### config.mk
export PLATFORM = sky130hd
export DESIGN_NAME = eddb_top
export DESIGN_NICKNAME = d
export VERILOG_FILES = /design/src/pkg/eddb_pkg.sv /design/src/pkg/eddb_ser_if.sv /design/src/verilog/eddb_top.sv /design/src/verilog/eddb_ser.sv
export SDC_FILE = /design/constraint.sdc
export NUM_CORES = 1
export LEC_CHECK = 0
export BUFFER_PORTS_ARGS = -buffer_cell sky130_fd_sc_hd__buf_2
export CAP_MARGIN = 20
export CORE_MARGIN = 4
export CORE_UTILIZATION = 67
export DETAILED_ROUTE_END_ITERATION = 7
export PLACE_DENSITY_LB_ADDON = 0.12
export SLEW_MARGIN = 30
export SYNTH_ARGS = -nofsm -noshare
export SYNTH_HDL_FRONTEND = slang
export SYNTH_HIERARCHICAL = 1
export SYNTH_SLANG_ARGS = --single-unit
### constraint.sdc
create_clock -name mclk_i -period 24 [get_ports mclk_i]
set_input_delay 1.2 -clock mclk_i [delete_from_list [all_inputs] [get_ports mclk_i]]
set_output_delay 1.2 -clock mclk_i [all_outputs]
set_load 0.05 [all_outputs]
### src/pkg/eddb_pkg.sv
// Notes on behaviour
// - with capture enabled, any of four measure commands starts a capture cycle
// - one-wire pin is held low for the whole capture record interval
// - capture-memory read command returns the stored capture bytes
// - capture store is 128 bytes; record interval split evenly over them
// - each location keeps the peak sample of its group
// - record length 0x01 means 8192 us; groups fill locations in order
// - data path gives one sample per microsecond; base for both modes
// - capture enable suppresses object detection and measurement results
// - tap select 1 to 4 enables bursting and suppresses detection
// - burst leaves only through the clocked usart transmit pin
// - burst commands serialize selected tap eight to one on transmit pin
// - stream is diagnostic byte, data bytes, then checksum over all
// - sample count equals record interval in microseconds
// - 8-bit width: one byte per sample, bits picked by gain select
// - 12-bit width: every second sample, low byte first, counter in high
// - nonlinear scaling only on the low-pass tap
package eddb_pkg;
  // ----------------------------------------------------------------
  // timing
  // ----------------------------------------------------------------
  localparam int CLK_NS = 10;
  localparam int SAMPLE_NS = 1000;
  localparam int SAMPLE_CYC = SAMPLE_NS / CLK_NS;
  localparam int REC_STEP_US = 4096;
  localparam int MEM_DEPTH = 128;
  localparam int GROUP_STEP = REC_STEP_US / MEM_DEPTH;
  // ----------------------------------------------------------------
  // register offsets
  // ----------------------------------------------------------------
  localparam logic [7:0] CTRL_OFS = 8'h00;
  localparam logic [7:0] RECLEN_OFS = 8'h01;
  localparam logic [7:0] STAT_OFS = 8'h02;
  localparam logic [7:0] CAPDATA_OFS = 8'h03;
  localparam logic [7:0] CAPPTR_OFS = 8'h04;
  localparam logic [7:0] CTRL_RST = 8'h00;
  localparam logic [7:0] RECLEN_RST = 8'h11;
  // ----------------------------------------------------------------
  // control fields
  // ----------------------------------------------------------------
  localparam int CAP_EN_BIT = 0;
  localparam int TAP_LSB = 1;
  localparam int WIDE_BIT = 4;
  localparam int GAIN_LSB = 5;
  localparam int PRESET_BIT = 7;
  localparam int P1_LSB = 0;
  localparam int P2_LSB = 4;
  // ----------------------------------------------------------------
  // tap select values
  // ----------------------------------------------------------------
  localparam logic [2:0] TAP_OFF = 3'h0;
  localparam logic [2:0] LOWPASS_TAP = 3'h1;
  localparam logic [2:0] TAP_LIMIT = 3'h5;
  // ----------------------------------------------------------------
  // command codes
  // ----------------------------------------------------------------
  localparam logic [3:0] CMD_BL_P1 = 4'h0;
  localparam logic [3:0] CMD_BL_P2 = 4'h1;
  localparam logic [3:0] CMD_LO_P1 = 4'h2;
  localparam logic [3:0] CMD_LO_P2 = 4'h3;
  localparam logic [3:0] CMD_SENDRECV = 4'h4;
  localparam logic [3:0] CMD_RECVONLY = 4'h5;
  localparam logic [3:0] CMD_TEMPREAD = 4'h6;
  localparam logic [3:0] CMD_CAPREAD = 4'h7;
  // ----------------------------------------------------------------
  // misc
  // ----------------------------------------------------------------
  localparam logic [11:0] KNEE = 12'h800;
  localparam logic [7:0] CK_SEED = 8'h00;
endpackage : eddb_pkg

### src/pkg/eddb_ser_if.sv
`timescale 1ns/1ps
interface eddb_ser_if;
  logic [7:0] byte_data;
  logic byte_valid;
  logic byte_ready;
  logic clk_fall;
  logic busy;
  logic txd;
  modport ctl (
    output byte_data, byte_valid, clk_fall,
    input byte_ready, busy, txd
  );
  modport ser (
    input byte_data, byte_valid, clk_fall,
    output byte_ready, busy, txd
  );
endinterface : eddb_ser_if

### src/verilog/eddb_top.sv
`timescale 1ns/1ps
module eddb_top (
  input wire logic mclk_i,
  input wire logic rst_b_i,
  input wire logic [7:0] addr_i,
  input wire logic [7:0] wdata_i,
  input wire logic wr_i,
  input wire logic rd_i,
  output logic [7:0] rdata_o,
  input wire logic cmd_valid_i,
  input wire logic [3:0] cmd_code_i,
  input wire logic [47:0] tap_data_i,
  input wire logic [7:0] diag_i,
  input wire logic sclk_i,
  output logic txd_o,
  output logic io_o,
  output logic io_oe_o,
  output logic detect_off_o,
  output logic cap_busy_o,
  output logic burst_busy_o
);
  // ----------------------------------------------------------------
  // types and helpers
  // ----------------------------------------------------------------
  typedef enum logic [1:0] {
    CAP_IDLE = 2'b01,
    CAP_RUN = 2'b10
  } eddb_cap_t;

  typedef enum logic [4:0] {
    B_IDLE = 5'b00001,
    B_DIAG = 5'b00010,
    B_DATA = 5'b00100,
    B_SUM = 5'b01000,
    B_DRAIN = 5'b10000
  } eddb_burst_t;

  function automatic logic [7:0] ck_add(input logic [7:0] s,
                                         input logic [7:0] b);
    logic [8:0] t;
    t = {1'b0, s} + {1'b0, b};
    ck_add = t[7:0] + {7'h00, t[8]};
  endfunction : ck_add

  function automatic logic [11:0] nl_scale(input logic [11:0] x);
    nl_scale = x;
    if (x > eddb_pkg::KNEE) begin
      nl_scale = eddb_pkg::KNEE + {2'b00, x[11:2]} - {2'b00, eddb_pkg::KNEE[11:2]};
    end
  endfunction : nl_scale

  function automatic logic [11:0] tap_pick(input logic [47:0] d,
                                           input logic [2:0] sel);
    tap_pick = 12'h000;
    case (sel)
      3'h1: tap_pick = nl_scale(d[11:0]);
      3'h2: tap_pick = d[23:12];
      3'h3: tap_pick = d[35:24];
      3'h4: tap_pick = d[47:36];
      default: tap_pick = 12'h000;
    endcase
  endfunction : tap_pick

  function automatic logic [7:0] narrow(input logic [11:0] x,
                                        input logic lp,
                                        input logic [1:0] g);
    narrow = x[11:4];
    if (lp) begin
      case (g)
        2'h0: narrow = x[11:4];
        2'h1: narrow = x[10:3];
        2'h2: narrow = x[9:2];
        default: narrow = x[8:1];
      endcase
    end else if (g != 2'h0) begin
      narrow = x[7:0];
    end
  endfunction : narrow

  // ----------------------------------------------------------------
  // registers and state
  // ----------------------------------------------------------------
  logic [7:0] ctrl_reg;
  logic [7:0] reclen_reg;
  logic [7:0] mem [0:eddb_pkg::MEM_DEPTH-1];
  logic [6:0] rptr_reg;
  logic cap_done_reg;
  logic [6:0] tick_reg;
  logic tick;
  logic sclk_m_reg;
  logic sclk_s_reg;
  logic sclk_d_reg;
  eddb_cap_t cap_reg;
  logic [9:0] glen_reg;
  logic [9:0] gcnt_reg;
  logic [6:0] loc_reg;
  logic [7:0] peak_reg;
  eddb_burst_t bst_reg;
  logic [16:0] nsamp_reg;
  logic [16:0] scnt_reg;
  logic phase_reg;
  logic [3:0] roll_reg;
  logic [7:0] sum_reg;
  logic [7:0] pend0_reg;
  logic [7:0] pend1_reg;
  logic [1:0] pcnt_reg;
  logic cap_en;
  logic [2:0] tap_sel;
  logic wide;
  logic [1:0] gain;
  logic burst_en;
  logic is_meas;
  logic is_burst_cmd;
  logic cap_start;
  logic cap_end;
  logic burst_start;
  logic [3:0] rec_sel;
  logic [11:0] cur;
  logic [7:0] cap_val;
  logic pop;

  eddb_ser_if lnk ();

  eddb_ser u_ser (
    .mclk_i(mclk_i),
    .rst_b_i(rst_b_i),
    .lnk(lnk.ser)
  );

  // ----------------------------------------------------------------
  // decode
  // ----------------------------------------------------------------
  assign cap_en = ctrl_reg[eddb_pkg::CAP_EN_BIT];
  assign tap_sel = ctrl_reg[eddb_pkg::TAP_LSB +: 3];
  assign wide = ctrl_reg[eddb_pkg::WIDE_BIT];
  assign gain = ctrl_reg[eddb_pkg::GAIN_LSB +: 2];
  assign burst_en = (tap_sel > eddb_pkg::TAP_OFF) &&
                    (tap_sel < eddb_pkg::TAP_LIMIT);
  assign rec_sel = ctrl_reg[eddb_pkg::PRESET_BIT] ?
                   reclen_reg[eddb_pkg::P2_LSB +: 4] :
                   reclen_reg[eddb_pkg::P1_LSB +: 4];
  assign is_meas = cmd_valid_i && (cmd_code_i == eddb_pkg::CMD_BL_P1 ||
                   cmd_code_i == eddb_pkg::CMD_BL_P2 ||
                   cmd_code_i == eddb_pkg::CMD_LO_P1 ||
                   cmd_code_i == eddb_pkg::CMD_LO_P2);
  assign is_burst_cmd = cmd_valid_i &&
                        (cmd_code_i == eddb_pkg::CMD_SENDRECV ||
                         cmd_code_i == eddb_pkg::CMD_RECVONLY ||
                         cmd_code_i == eddb_pkg::CMD_TEMPREAD);
  assign cap_start = is_meas && cap_en && (cap_reg == CAP_IDLE);
  assign burst_start = is_burst_cmd && burst_en &&
                       (bst_reg == B_IDLE);
  assign cur = tap_pick(tap_data_i, tap_sel);
  assign cap_val = narrow(tap_pick(tap_data_i, eddb_pkg::LOWPASS_TAP), 1'b1,
                          2'h0);
  assign cap_end = tick && (cap_reg == CAP_RUN) && (gcnt_reg == glen_reg) &&
                   (loc_reg == 7'(eddb_pkg::MEM_DEPTH - 1));
  assign detect_off_o = cap_en || burst_en;
  assign cap_busy_o = (cap_reg == CAP_RUN);
  assign burst_busy_o = (bst_reg != B_IDLE);
  assign io_o = 1'b0;
  assign io_oe_o = (cap_reg == CAP_RUN);
  assign txd_o = lnk.txd;

  // ----------------------------------------------------------------
  // microsecond sample tick
  // ----------------------------------------------------------------
  always_ff @(posedge mclk_i) begin
    if (!rst_b_i) begin
      tick_reg <= 7'h00;
    end else if (tick_reg == 7'(eddb_pkg::SAMPLE_CYC - 1)) begin
      tick_reg <= 7'h00;
    end else begin
      tick_reg <= tick_reg + 7'h01;
    end
  end
  assign tick = (tick_reg == 7'(eddb_pkg::SAMPLE_CYC - 1));

  // ----------------------------------------------------------------
  // register port
  // ----------------------------------------------------------------
  always_ff @(posedge mclk_i) begin
    if (!rst_b_i) begin
      ctrl_reg <= eddb_pkg::CTRL_RST;
      reclen_reg <= eddb_pkg::RECLEN_RST;
    end else if (wr_i) begin
      if (addr_i == eddb_pkg::CTRL_OFS) begin
        ctrl_reg <= wdata_i;
      end
      if (addr_i == eddb_pkg::RECLEN_OFS) begin
        reclen_reg <= wdata_i;
      end
    end
  end

  always_ff @(posedge mclk_i) begin
    if (!rst_b_i) begin
      rdata_o <= 8'h00;
    end else if (rd_i) begin
      case (addr_i)
        eddb_pkg::CTRL_OFS: rdata_o <= ctrl_reg;
        eddb_pkg::RECLEN_OFS: rdata_o <= reclen_reg;
        eddb_pkg::STAT_OFS: rdata_o <= {4'h0, detect_off_o, burst_busy_o,
                                        cap_done_reg, cap_busy_o};
        eddb_pkg::CAPDATA_OFS: rdata_o <= mem[rptr_reg];
        eddb_pkg::CAPPTR_OFS: rdata_o <= {1'b0, rptr_reg};
        default: rdata_o <= 8'h00;
      endcase
    end else begin
      rdata_o <= 8'h00;
    end
  end

  // ----------------------------------------------------------------
  // capture readback pointer and done flag
  // ----------------------------------------------------------------
  always_ff @(posedge mclk_i) begin
    if (!rst_b_i) begin
      rptr_reg <= 7'h00;
    end else if (cmd_valid_i && cmd_code_i == eddb_pkg::CMD_CAPREAD) begin
      rptr_reg <= 7'h00;
    end else if (rd_i && addr_i == eddb_pkg::CAPDATA_OFS) begin
      rptr_reg <= rptr_reg + 7'h01;
    end
  end

  always_ff @(posedge mclk_i) begin
    if (!rst_b_i) begin
      cap_done_reg <= 1'b0;
    end else if (cap_end) begin
      cap_done_reg <= 1'b1;
    end else if (cap_start ||
                 (cmd_valid_i && cmd_code_i == eddb_pkg::CMD_CAPREAD)) begin
      cap_done_reg <= 1'b0;
    end
  end

  // ----------------------------------------------------------------
  // capture cycle
  // ----------------------------------------------------------------
  always_ff @(posedge mclk_i) begin
    if (!rst_b_i) begin
      cap_reg <= CAP_IDLE;
      glen_reg <= 10'h000;
      gcnt_reg <= 10'h000;
      loc_reg <= 7'h00;
      peak_reg <= 8'h00;
    end else begin
      case (cap_reg)
        CAP_IDLE: begin
          if (cap_start) begin
            cap_reg <= CAP_RUN;
            glen_reg <= 10'(({6'h00, rec_sel} + 10'h001) *
                        10'(eddb_pkg::GROUP_STEP)) - 10'h001;
            gcnt_reg <= 10'h000;
            loc_reg <= 7'h00;
            peak_reg <= 8'h00;
          end
        end
        CAP_RUN: begin
          if (tick) begin
            if (gcnt_reg == glen_reg) begin
              gcnt_reg <= 10'h000;
              peak_reg <= 8'h00;
              loc_reg <= loc_reg + 7'h01;
              if (cap_end) begin
                cap_reg <= CAP_IDLE;
              end
            end else begin
              gcnt_reg <= gcnt_reg + 10'h001;
              if (cap_val > peak_reg) begin
                peak_reg <= cap_val;
              end
            end
          end
        end
        default: cap_reg <= CAP_IDLE;
      endcase
    end
  end

  always_ff @(posedge mclk_i) begin
    if (tick && cap_reg == CAP_RUN && gcnt_reg == glen_reg) begin
      mem[loc_reg] <= (cap_val > peak_reg) ? cap_val : peak_reg;
    end
  end

  // ----------------------------------------------------------------
  // link clock sampling
  // ----------------------------------------------------------------
  always_ff @(posedge mclk_i) begin
    if (!rst_b_i) begin
      sclk_m_reg <= 1'b0;
      sclk_s_reg <= 1'b0;
      sclk_d_reg <= 1'b0;
    end else begin
      sclk_m_reg <= sclk_i;
      sclk_s_reg <= sclk_m_reg;
      sclk_d_reg <= sclk_s_reg;
    end
  end
  assign lnk.clk_fall = sclk_d_reg && !sclk_s_reg;

  // ----------------------------------------------------------------
  // burst byte queue toward the serializer
  // ----------------------------------------------------------------
  assign lnk.byte_valid = (pcnt_reg != 2'h0);
  assign lnk.byte_data = pend0_reg;
  assign pop = lnk.byte_valid && lnk.byte_ready;

  // ----------------------------------------------------------------
  // burst sequencer
  // ----------------------------------------------------------------
  always_ff @(posedge mclk_i) begin
    if (!rst_b_i) begin
      bst_reg <= B_IDLE;
      nsamp_reg <= 17'h0_0000;
      scnt_reg <= 17'h0_0000;
      phase_reg <= 1'b0;
      roll_reg <= 4'h0;
      sum_reg <= eddb_pkg::CK_SEED;
      pend0_reg <= 8'h00;
      pend1_reg <= 8'h00;
      pcnt_reg <= 2'h0;
    end else begin
      if (pop) begin
        pend0_reg <= pend1_reg;
        pcnt_reg <= pcnt_reg - 2'h1;
      end
      case (bst_reg)
        B_IDLE: begin
          if (burst_start) begin
            bst_reg <= B_DIAG;
            nsamp_reg <= 17'(({13'h0000, rec_sel} + 17'h0_0001) *
                         17'(eddb_pkg::REC_STEP_US));
            scnt_reg <= 17'h0_0000;
            phase_reg <= 1'b0;
            roll_reg <= 4'h0;
            sum_reg <= eddb_pkg::CK_SEED;
          end
        end
        B_DIAG: begin
          pend0_reg <= diag_i;
          pcnt_reg <= 2'h1;
          sum_reg <= ck_add(eddb_pkg::CK_SEED, diag_i);
          bst_reg <= B_DATA;
        end
        B_DATA: begin
          if (scnt_reg == nsamp_reg) begin
            bst_reg <= B_SUM;
          end else if (tick) begin
            scnt_reg <= scnt_reg + 17'h0_0001;
            phase_reg <= ~phase_reg;
            if (!wide) begin
              if (pcnt_reg - {1'b0, pop} == 2'h0) begin
                pend0_reg <= narrow(cur, tap_sel == eddb_pkg::LOWPASS_TAP,
                                    gain);
              end else begin
                pend1_reg <= narrow(cur, tap_sel == eddb_pkg::LOWPASS_TAP,
                                    gain);
              end
              pcnt_reg <= pcnt_reg - {1'b0, pop} + 2'h1;
              sum_reg <= ck_add(sum_reg, narrow(cur,
                         tap_sel == eddb_pkg::LOWPASS_TAP, gain));
            end else if (!phase_reg) begin
              pend0_reg <= cur[7:0];
              pend1_reg <= {roll_reg, cur[11:8]};
              pcnt_reg <= 2'h2;
              roll_reg <= roll_reg + 4'h1;
              sum_reg <= ck_add(ck_add(sum_reg, cur[7:0]),
                                {roll_reg, cur[11:8]});
            end
          end
        end
        B_SUM: begin
          if (pcnt_reg - {1'b0, pop} == 2'h0) begin
            pend0_reg <= ~sum_reg;
            pcnt_reg <= 2'h1;
            bst_reg <= B_DRAIN;
          end
        end
        B_DRAIN: begin
          if (pcnt_reg == 2'h0 && !lnk.busy) begin
            bst_reg <= B_IDLE;
          end
        end
        default: bst_reg <= B_IDLE;
      endcase
    end
  end
endmodule : eddb_top

### src/verilog/eddb_ser.sv
`timescale 1ns/1ps
module eddb_ser (
  input wire logic mclk_i,
  input wire logic rst_b_i,
  eddb_ser_if.ser lnk
);
  // ----------------------------------------------------------------
  // eight to one shifter, lsb first
  // ----------------------------------------------------------------
  logic [7:0] shift_reg;
  logic [3:0] left_reg;

  assign lnk.busy = (left_reg != 4'h0);
  assign lnk.byte_ready = (left_reg == 4'h0);
  assign lnk.txd = (left_reg != 4'h0) ? shift_reg[0] : 1'b1;

  always_ff @(posedge mclk_i) begin
    if (!rst_b_i) begin
      shift_reg <= 8'h00;
      left_reg <= 4'h0;
    end else if (left_reg == 4'h0) begin
      if (lnk.byte_valid) begin
        shift_reg <= lnk.byte_data;
        left_reg <= 4'h8;
      end
    end else if (lnk.clk_fall) begin
      shift_reg <= {1'b1, shift_reg[7:1]};
      left_reg <= left_reg - 4'h1;
    end
  end
endmodule : eddb_ser

Word-level counts from Yosys, hierarchy flattened
Memories as Yosys holds them, arrays and structs flattened. A register that Yosys moved wholly into a read port is not among the register bits.
Index checks and enable logic that the tools add are counted.
Storage, ports and cells
  memories kept: 1
  bits in registers: 149
  RAM bits: 1024
  word-level logic and storage cells: 240
Operators by class
  multiplexer cells: 86
  equal/unequal tests: 45
  reductions and logical operators: 54
  $lt $le $gt $ge: 4
  add/subtract/negate cells: 21
  bitwise logic cells: 4
Memory list
  mem: words 128, width 8, rd ports 1, clocked after memory_dff 1, write ports 1, RTL line eddb_top.sv:85  | logic [7:0] mem [0:eddb_pkg::MEM_DEPTH-1];
Operators with widths (count)
  8-bit 2-to-1 mux: 29
  8-bit case mux with 3 select lines: 3
  17-bit 2-to-1 mux: 3
  12-bit case mux with 4 select lines: 1
  8-bit case mux with 5 select lines: 1
  4-bit 2-to-1 mux: 9
  7-bit 2-to-1 mux: 5
  17-bit case mux with 2 select lines: 1
  10-bit 2-to-1 mux: 3
  8-bit by 8-bit adder with 9-bit output: 3
  5-bit case mux with 5 select lines: 1
  8-bit by 1-bit adder with 8-bit output: 3
  2-bit inequality test (second input constant): 12
  7-bit by 1-bit adder with 7-bit output (second input constant): 3
  2-bit 2-to-1 mux: 10
  5-bit 2-to-1 mux: 4
  10-bit case mux with 2 select lines: 1
  17-bit by 1-bit adder with 17-bit output (second input constant): 1
  17-bit equality test: 1
  4-bit by 3-bit equality test with 1-bit output (second input constant): 4
  8-bit by 2-bit equality test with 1-bit output (second input constant): 2
  8-bit case mux with 2 select lines: 1
  4-bit AND reduction: 4
  1-bit logical AND: 15
  55 further kinds: 94

Depth between registers and ports, before layout
Gate-level depths: netlist of the first run.
  depth in word-level cells: 17
  gate-level depth with buffers: 31
  mapped depth without buffers: 29

Hierarchy
Netlist of the first run, hierarchy kept.
By module, submodules not included
  eddb_top: sequential area each 33552.2 um^2, area each 48340.1 um^2, times used 1, cells an instance 2771
  eddb_ser: sequential area each 240.2 um^2, area each 588.1 um^2, times used 1, cells an instance 57

Least setup slack after synthesis of the first run
No wires, ideal clock.
  path type: input port to flip-flop
  from: in tap_data_i[11]
  to: mem mem[0][1], data pin
  slack: 14.885 ns
  stages on the path: 9
  data arrival time: 7.908 ns
  path buffers: 2
  cells stage by stage: buf_1 > mux2_2 > ha_1 > nand3_1 > o22ai_1 > o21ai_0 > a32oi_1 > clkbuf_1 > o21ai_0
Between the ends
  longest elaborated chain between the ends: 5
  elaborated cells on any way between the ends: 6
  classes of those cells: add/sub: 2; order compare: 2; mux: 2
Ends and longest elaborated chain
  from (decl): RTL line eddb_top.sv:12  | input wire logic [47:0] tap_data_i,
  12-bit by 10-bit adder with 12-bit output: RTL line eddb_top.sv:48  | nl_scale = eddb_pkg::KNEE + {2'b00, x[11:2]} - {2'b00, eddb_pkg::KNEE[11:2]};
  12-bit by 10-bit subtractor with 12-bit output: RTL line eddb_top.sv:48
  12-bit 2-to-1 mux *: RTL line eddb_top.sv:47  | if (x > eddb_pkg::KNEE) begin
  8-bit greater-than comparator: RTL line eddb_top.sv:284  | mem[loc_reg] <= (cap_val > peak_reg) ? cap_val : peak_reg;
  8-bit 2-to-1 mux *: RTL line eddb_top.sv:284
  to (decl): RTL line eddb_top.sv:85
Every way passes the cells marked *; elsewhere a longest branch is shown, timed or not.

Worst setup path in the final report of the first run
  from: reg ctrl_reg[2]
  to: reg sum_reg[7]
Between the ends
  longest elaborated chain between the ends: 15
  elaborated cells on any way between the ends: 31
  classes of those cells: add/sub: 6; order compare: 2; eq/ne: 5; mux: 14; reduce/logical: 4
Ends and longest elaborated chain
  from (decl): RTL line eddb_top.sv:83  | logic [7:0] ctrl_reg;
  from (signal assigned): RTL line eddb_top.sv:184  | ctrl_reg <= eddb_pkg::CTRL_RST;
  from (signal assigned): RTL line eddb_top.sv:188  | ctrl_reg <= wdata_i;
  parallel branches: the longest is 15 deep, another holds 8-bit by 8-bit adder with 9-bit output
  to (signal assigned): RTL line eddb_top.sv:339  | sum_reg <= eddb_pkg::CK_SEED;
  to (signal assigned): RTL line eddb_top.sv:345  | sum_reg <= ck_add(eddb_pkg::CK_SEED, diag_i);
  to (signal assigned): RTL line eddb_top.sv:363  | sum_reg <= ck_add(sum_reg, narrow(cur,
  to (decl): RTL line eddb_top.sv:103  | logic [7:0] sum_reg;
Parallel ways; which one is timed is not known. The select of a mux whose other input is x is not followed.
A chain may end at the register's enable or synchronous reset.

==> results of run 1 <==
[stage by stage]
step / std cells / instance area [um^2] / hold slack, ps
global placement: 3752 / 50400 / 425
detailed placement: 3753 / 50400 / 441
CTS: 3965 / 54200 / 450
floorplan: 2828 / 48900 / 412
global route: 3969 / 54300 / 465
finish: 3970 / 54300 / 445
[per-layer routing]
layer	part of all wire	track usage	vias up
met2	0.49	0.522	1845
met5	0.00023	0	-
met1	0.36	0.453	14277
li1	-	-	11500
met3	0.10	0.0643	330
met4	0.046	0.122	4
[layout by cell type (no fill, tap or decap), types with 25 or more instances in the layout]
cell type,n
nor2_1,241
nand3_1,56
buf_4,25
nand2_1,111
dfxtp_1,148
edfxtp_1,1024
clkinv_2,28
clkbuf_16,115
buf_2,94
mux4_2,323
ha_1,51
a22oi_1,42
inv_1,48
xnor2_1,36
xor2_1,41
o21ai_0,60
a21oi_1,96
mux2i_1,38
[power by group through the flow]
stage	Clock [mW]	Combinational [mW]	Sequential (mW)
3_5_place_dp	0	0.143	2.29
3_3_place_gp	0	0.135	2.29
2_1_floorplan	0	0.0855	2.31
5_1_grt	1.92	0.162	2.25
4_1_cts	1.82	0.145	2.25
6_report	1.81	0.151	2.25
[worst min-delay path by stage]
stage | start | to | slack, ps | cells after the start
2_1_floorplan | sclk_m_reg | sclk_s_reg | 410 | 1
3_3_place_gp | tick_reg[0] | tick_reg[0] | 420 | 1
3_5_place_dp | sclk_m_reg | sclk_s_reg | 440 | 1
4_1_cts | tick_reg[0] | tick_reg[0] | 450 | 1
5_1_grt | sclk_m_reg | sclk_s_reg | 470 | 1
6_report | tick_reg[0] | tick_reg[0] | 440 | 1
[logic make-up (layout without fill, tap and decap cells)]
group                      Yosys count  after routing  synth area share
other                                1              2         0.0000766
DFF                               1176           1176             0.691
AOI/OAI and AO/OA                  329            329            0.0438
buffers and inverters              206            397            0.0167
adders and majority gates           54             54            0.0143
muxes                              373            373             0.159
and+or+nand+nor                    610            610            0.0605
xor gates and xnor gates            79             79            0.0147
[layout make-up]
class                      count  share of cell area
clock buffer                 137              0.0554
inverter                      50             0.00350
sequential                  1176               0.622
clock inverter                75              0.0142
timing repair buffer         135              0.0171
antenna                        1           0.0000461
tap                          950              0.0219
multi-input combinational   1446               0.266
==> impl_metrics.toml, run 1 <==
[sta]
layout_min_cycle_time_ps = 6810
finalHoldViolCount = 0
timing.final.crit_share = 0.284
fin_setup_tns_ps = 0
fmax_mhz = 147
setup_ws_ps = 17190
relSlewSlack = 0.324
rsz0062_at_grt = "false"
slew_viol_final = 0
fin_skew_ps = 63.8
setup_viol = 0
worstMarginPinSlew_ps = 1010

[floorplan]
die_h_um = 278
placementRows = 98
die_w_um = 278
start_util = 0.680
ios = 96
dieArea_um2 = 77400
coreArea_um2 = 72000

[global_routing]
grt_max_degree = 149
grt_pass1_wl_um = 187000
grt.overflow.total = 0
antenna_found_initial = 3
grt_pass1_vias = 28245
track_usage = 0.325

[power_and_ir_drop]
power_frac_seq = 0.534
p_switching_mw = 0.890
max-vdd-ir-drop_mv = 0.0668
swShare = 0.211
power_mw = 4.21
intPower_mw = 3.32
powerDensity_nw_per_um2 = 77.5
leakage_nw = 16.2
p_comb_frac = 0.036
clkPwrFrac = 0.430

[cts]
clock_sinks = 1176
cts_resized = 0
cts_tree = "built"
clk_latency_ps = 700
postCtsHoldBufs = 0
clk_pin_slew_ps = 60
cts_buffers = 112
htree_levels = 3
root_buffer = "clkbuf_16"
cts_setup_buffers = 0
cts_buffer_depth = 3

[logic_synthesis]
yosys_warnings = 6
synth_flop_cell = "edfxtp_1"
synth_cells = 2828
synthTopCellsByArea = "edfxtp_1 63%, mux4_2 15%, dfxtp_1 6.2%"
synthArstFlopShare = 0
syn-num-nets = 2964
syn_area_um2 = 48900
syn_area_per_cell_um2 = 17.3
synth-edff-count = 1024
synth.top_cell.area_share = 0.628
synth_top_area_cell = "edfxtp_1"
seq_area_frac_synth = 0.691
synth.most_common_cell = "edfxtp_1"
synth_cell_types = 82
ys_ff_latch = 1176
synth_common_cells = "1,024 x edfxtp_1, 323 x mux4_2, 241 x nor2_1"

[setup_path]
crit_fanout = 22
cpMostUsedCell = "ha_1"
crit_cells = 29
crit_family = "compound AO/OA/AOI/OAI gates"
cp_slowest_stage_delay_ps = 760
setup.worst_path.end = "sum_reg[7]"
worstPathArrival_ps = 7370
crit_path_end_kind = "flip-flop"
cp_data_required_time_ps = 24560
rrSetupSlack_ps = 17190
cp-start-kind = "flip-flop"
path_class = "flip-flop to flip-flop"
rr_endpoint = "sum_reg[7]"
cpMaxStageDelayCell = "dfxtp_1"
crit_buf_inv = 0
critPathLaunch = "ctrl_reg[2]"
r2r_cells = 29
reg2reg_from = "ctrl_reg[2]"

[routing]
viasPerCell = 7.04
firstDrtPassIters = 7
drc = 0
ant_nets = 0
first_iter_violations = 3938
vias = 27956
totalWireLength_um = 124000
wl_per_cell_um = 31.3

[placed_design]
place.gp.congestion = 0.952
portBuffers = 94
dpl.hpwl_um = 72500
post-place-ws_ps = 16910

[final_layout]
num-fill-cells = 3963
syn2layout_area_growth_pct = 11.0
seq_area_um2 = 33800
largest_reg_flops = 1024
drive_gt1_frac = 0.229
final_util = 0.755
multi_input_area_um2 = 14400
nets = 3057

[run_status]
run_status = "finished, final reports clean"

[flow_run]
drv_cap = 0

[hold_path]
hold_path_class = "flip-flop to flip-flop"
No activity file was read; power rests on OpenSTA's default activity.
==> run 2, diff against run 1 <==
--- a/config.mk
+++ b/config.mk
@@ -8,7 +8,7 @@
 export BUFFER_PORTS_ARGS = -buffer_cell sky130_fd_sc_hd__buf_2
 export CAP_MARGIN = 20
 export CORE_MARGIN = 4
-export CORE_UTILIZATION = 67
+export CORE_UTILIZATION = 63
 export DETAILED_ROUTE_END_ITERATION = 7
 export PLACE_DENSITY_LB_ADDON = 0.12
 export SLEW_MARGIN = 30
==> constraint.sdc (replaced) <==
create_clock -name mclk_i -period 6.4 [get_ports mclk_i]
set_input_delay 0.32 -clock mclk_i [delete_from_list [all_inputs] [get_ports mclk_i]]
set_output_delay 0.32 -clock mclk_i [all_outputs]
set_load 0.05 [all_outputs]
==> run 2 against run 1 <==
Final area increased by 0.64%; wire length is 3.3% lower; utilization down 4.0 points; non-clock buffer count rose by 32; clock power rose to 3.7 times the previous value; register-to-register slack got worse by 17000 ps; clock skew down 4.5 ps; count of clock-buffer cells in the layout increased by 3; total power rose to 3.7 times the previous value; hold slack lost 400 ps; first-iteration DRC count fell by 15%; critical endpoint unchanged.
==> impl_metrics.toml, run 2 (same netlist as run 1, synthesis figures left out) <==
[setup_path]
setup.worst_path.end = "sum_reg[7]"
worstPathArrival_ps = 6580
crit_family = "compound AO/OA/AOI/OAI gates"
path_class = "flip-flop to flip-flop"
cpMostUsedCell = "ha_1"
rrSetupSlack_ps = 360
crit_path_end_kind = "flip-flop"
cp-start-kind = "flip-flop"
crit_buf_inv = 1
cpMaxStageDelayCell = "dfxtp_1"
r2r_cells = 28
cp_slowest_stage_delay_ps = 450
reg2reg_from = "ctrl_reg[3]"
crit_cells = 28
crit_fanout = 9
critPathLaunch = "ctrl_reg[3]"
cp_data_required_time_ps = 6930
rr_endpoint = "sum_reg[7]"

[floorplan]
coreArea_um2 = 76500
dieArea_um2 = 82200
die_h_um = 287
ios = 96
die_w_um = 287
placementRows = 101
start_util = 0.640

[global_routing]
antenna_found_initial = 1
grt_pass1_vias = 27823
grt_max_degree = 130
grt.overflow.total = 0
track_usage = 0.298
grt_pass1_wl_um = 182000

[routing]
wl_per_cell_um = 29.5
vias = 27444
drc = 0
firstDrtPassIters = 5
ant_nets = 0
totalWireLength_um = 120000
viasPerCell = 6.73
first_iter_violations = 3357

[hold_path]
hold_path.startpoint = "rd_i"
hold_path_class = "primary input to flip-flop"

[sta]
layout_min_cycle_time_ps = 6040
setup_ws_ps = 358
fin_skew_ps = 59.3
finalHoldViolCount = 0
relSlewSlack = 0.331
fmax_mhz = 166
rsz0062_at_grt = "false"
timing.final.crit_share = 0.944
worstMarginPinSlew_ps = 1000
setup_viol = 0
slew_viol_final = 0
hold_ws_ps = 48.6
fin_setup_tns_ps = 0

[run_status]
run_status = "finished, final reports clean"

[placed_design]
post-place-ws_ps = 153
portBuffers = 94
place.gp.congestion = 0.948
dpl_cell_area_um2 = 50700
dpl.hpwl_um = 74500

[cts]
cts_buffers = 112
htree_levels = 3
root_buffer = "clkbuf_16"
clock_sinks = 1176
clk_pin_slew_ps = 70
cts_buffer_depth = 3
cts_tree = "built"
clk_latency_ps = 700

[power_and_ir_drop]
max-vdd-ir-drop_mv = 0.243
powerDensity_nw_per_um2 = 287
leakage_nw = 16.4

[final_layout]
final_area_um2 = 54700
syn2layout_area_growth_pct = 11.7
n_antenna_cell = 0
largest_reg_flops = 1024
drive_gt1_frac = 0.235
final_util = 0.715
final_common_cell = "edfxtp_1"
final_cell_mix = "1,024 x edfxtp_1, 323 x mux4_2, 238 x nor2_1, 148 x dfxtp_1, 114 x clkbuf_16"
nets = 3089

[flow_run]
drv_cap = 0
-- run 2: cell count changes in the layout (fill, tap and decap cells not counted), moves of 4 or more --
cell | before | now
buf_6 | 9 | 0
clkbuf_1 | 16 | 21
buf_12 | 3 | 10
buf_4 | 25 | 52
dlygate4sd3_1 | 0 | 11
clkinv_2 | 28 | 24
-- run 2: worst min-delay path by stage --
stage            endpoint  slack, ps  cells past startpoint
3_5_place_dp   sclk_s_reg        420                      1
3_3_place_gp   sclk_s_reg        420                      1
4_1_cts        sum_reg[5]         10                      3
6_report       rdata_o[2]         50                      3
2_1_floorplan  sclk_s_reg        410                      1
5_1_grt        sum_reg[5]         30                      3
-- run 2: what timing repair did --
action                                 CTS  global route
gates resized for setup                  0            11
setup endpoints to repair                0             7
endpoints found under the hold margin   19             0
hold buffers                            11             0
buffers inserted                         0             0
-- run 2: per-layer routing --
layer	vias to the layer above	global-route usage	share of wire
li1	11572	-	-
met1	14114	0.430	0.39
met2	1468	0.475	0.48
met3	288	0.0530	0.088
met4	2	0.0972	0.036
met5	-	0	0.000092
-- run 2: layout make-up --
class                      instances  area, um^2
tap                             1030        1290
inverter                          50         190
sequential                      1176       33800
clock inverter                    69         746
timing repair buffer             167        1170
fill                            4618       21800
clock buffer                     140        3000
multi-input combinational       1446       14500
-- run 2: power breakdown --
group	switching, mW	internal (mW)
clock	2.83	3.86
combinational	0.424	0.147
sequential	0.0109	8.43
-- run 2: tightest hold or removal path, delay by kind of cell --
family	cells	cell delay [ps]
AOI/OAI and AO/OA	1	90
buffers and inverters	1	130
and+or+nand+nor	1	90
-- run 2: metrics by stage --
stage | total power, mW | std cells
final | 15.7 | 4078
after global routing | 16.2 | 4078
after floorplan | 8.98 | 2828
after CTS | 15.8 | 4076
after detailed placement | 9.16 | 3856
after global placement | 9.13 | 3856
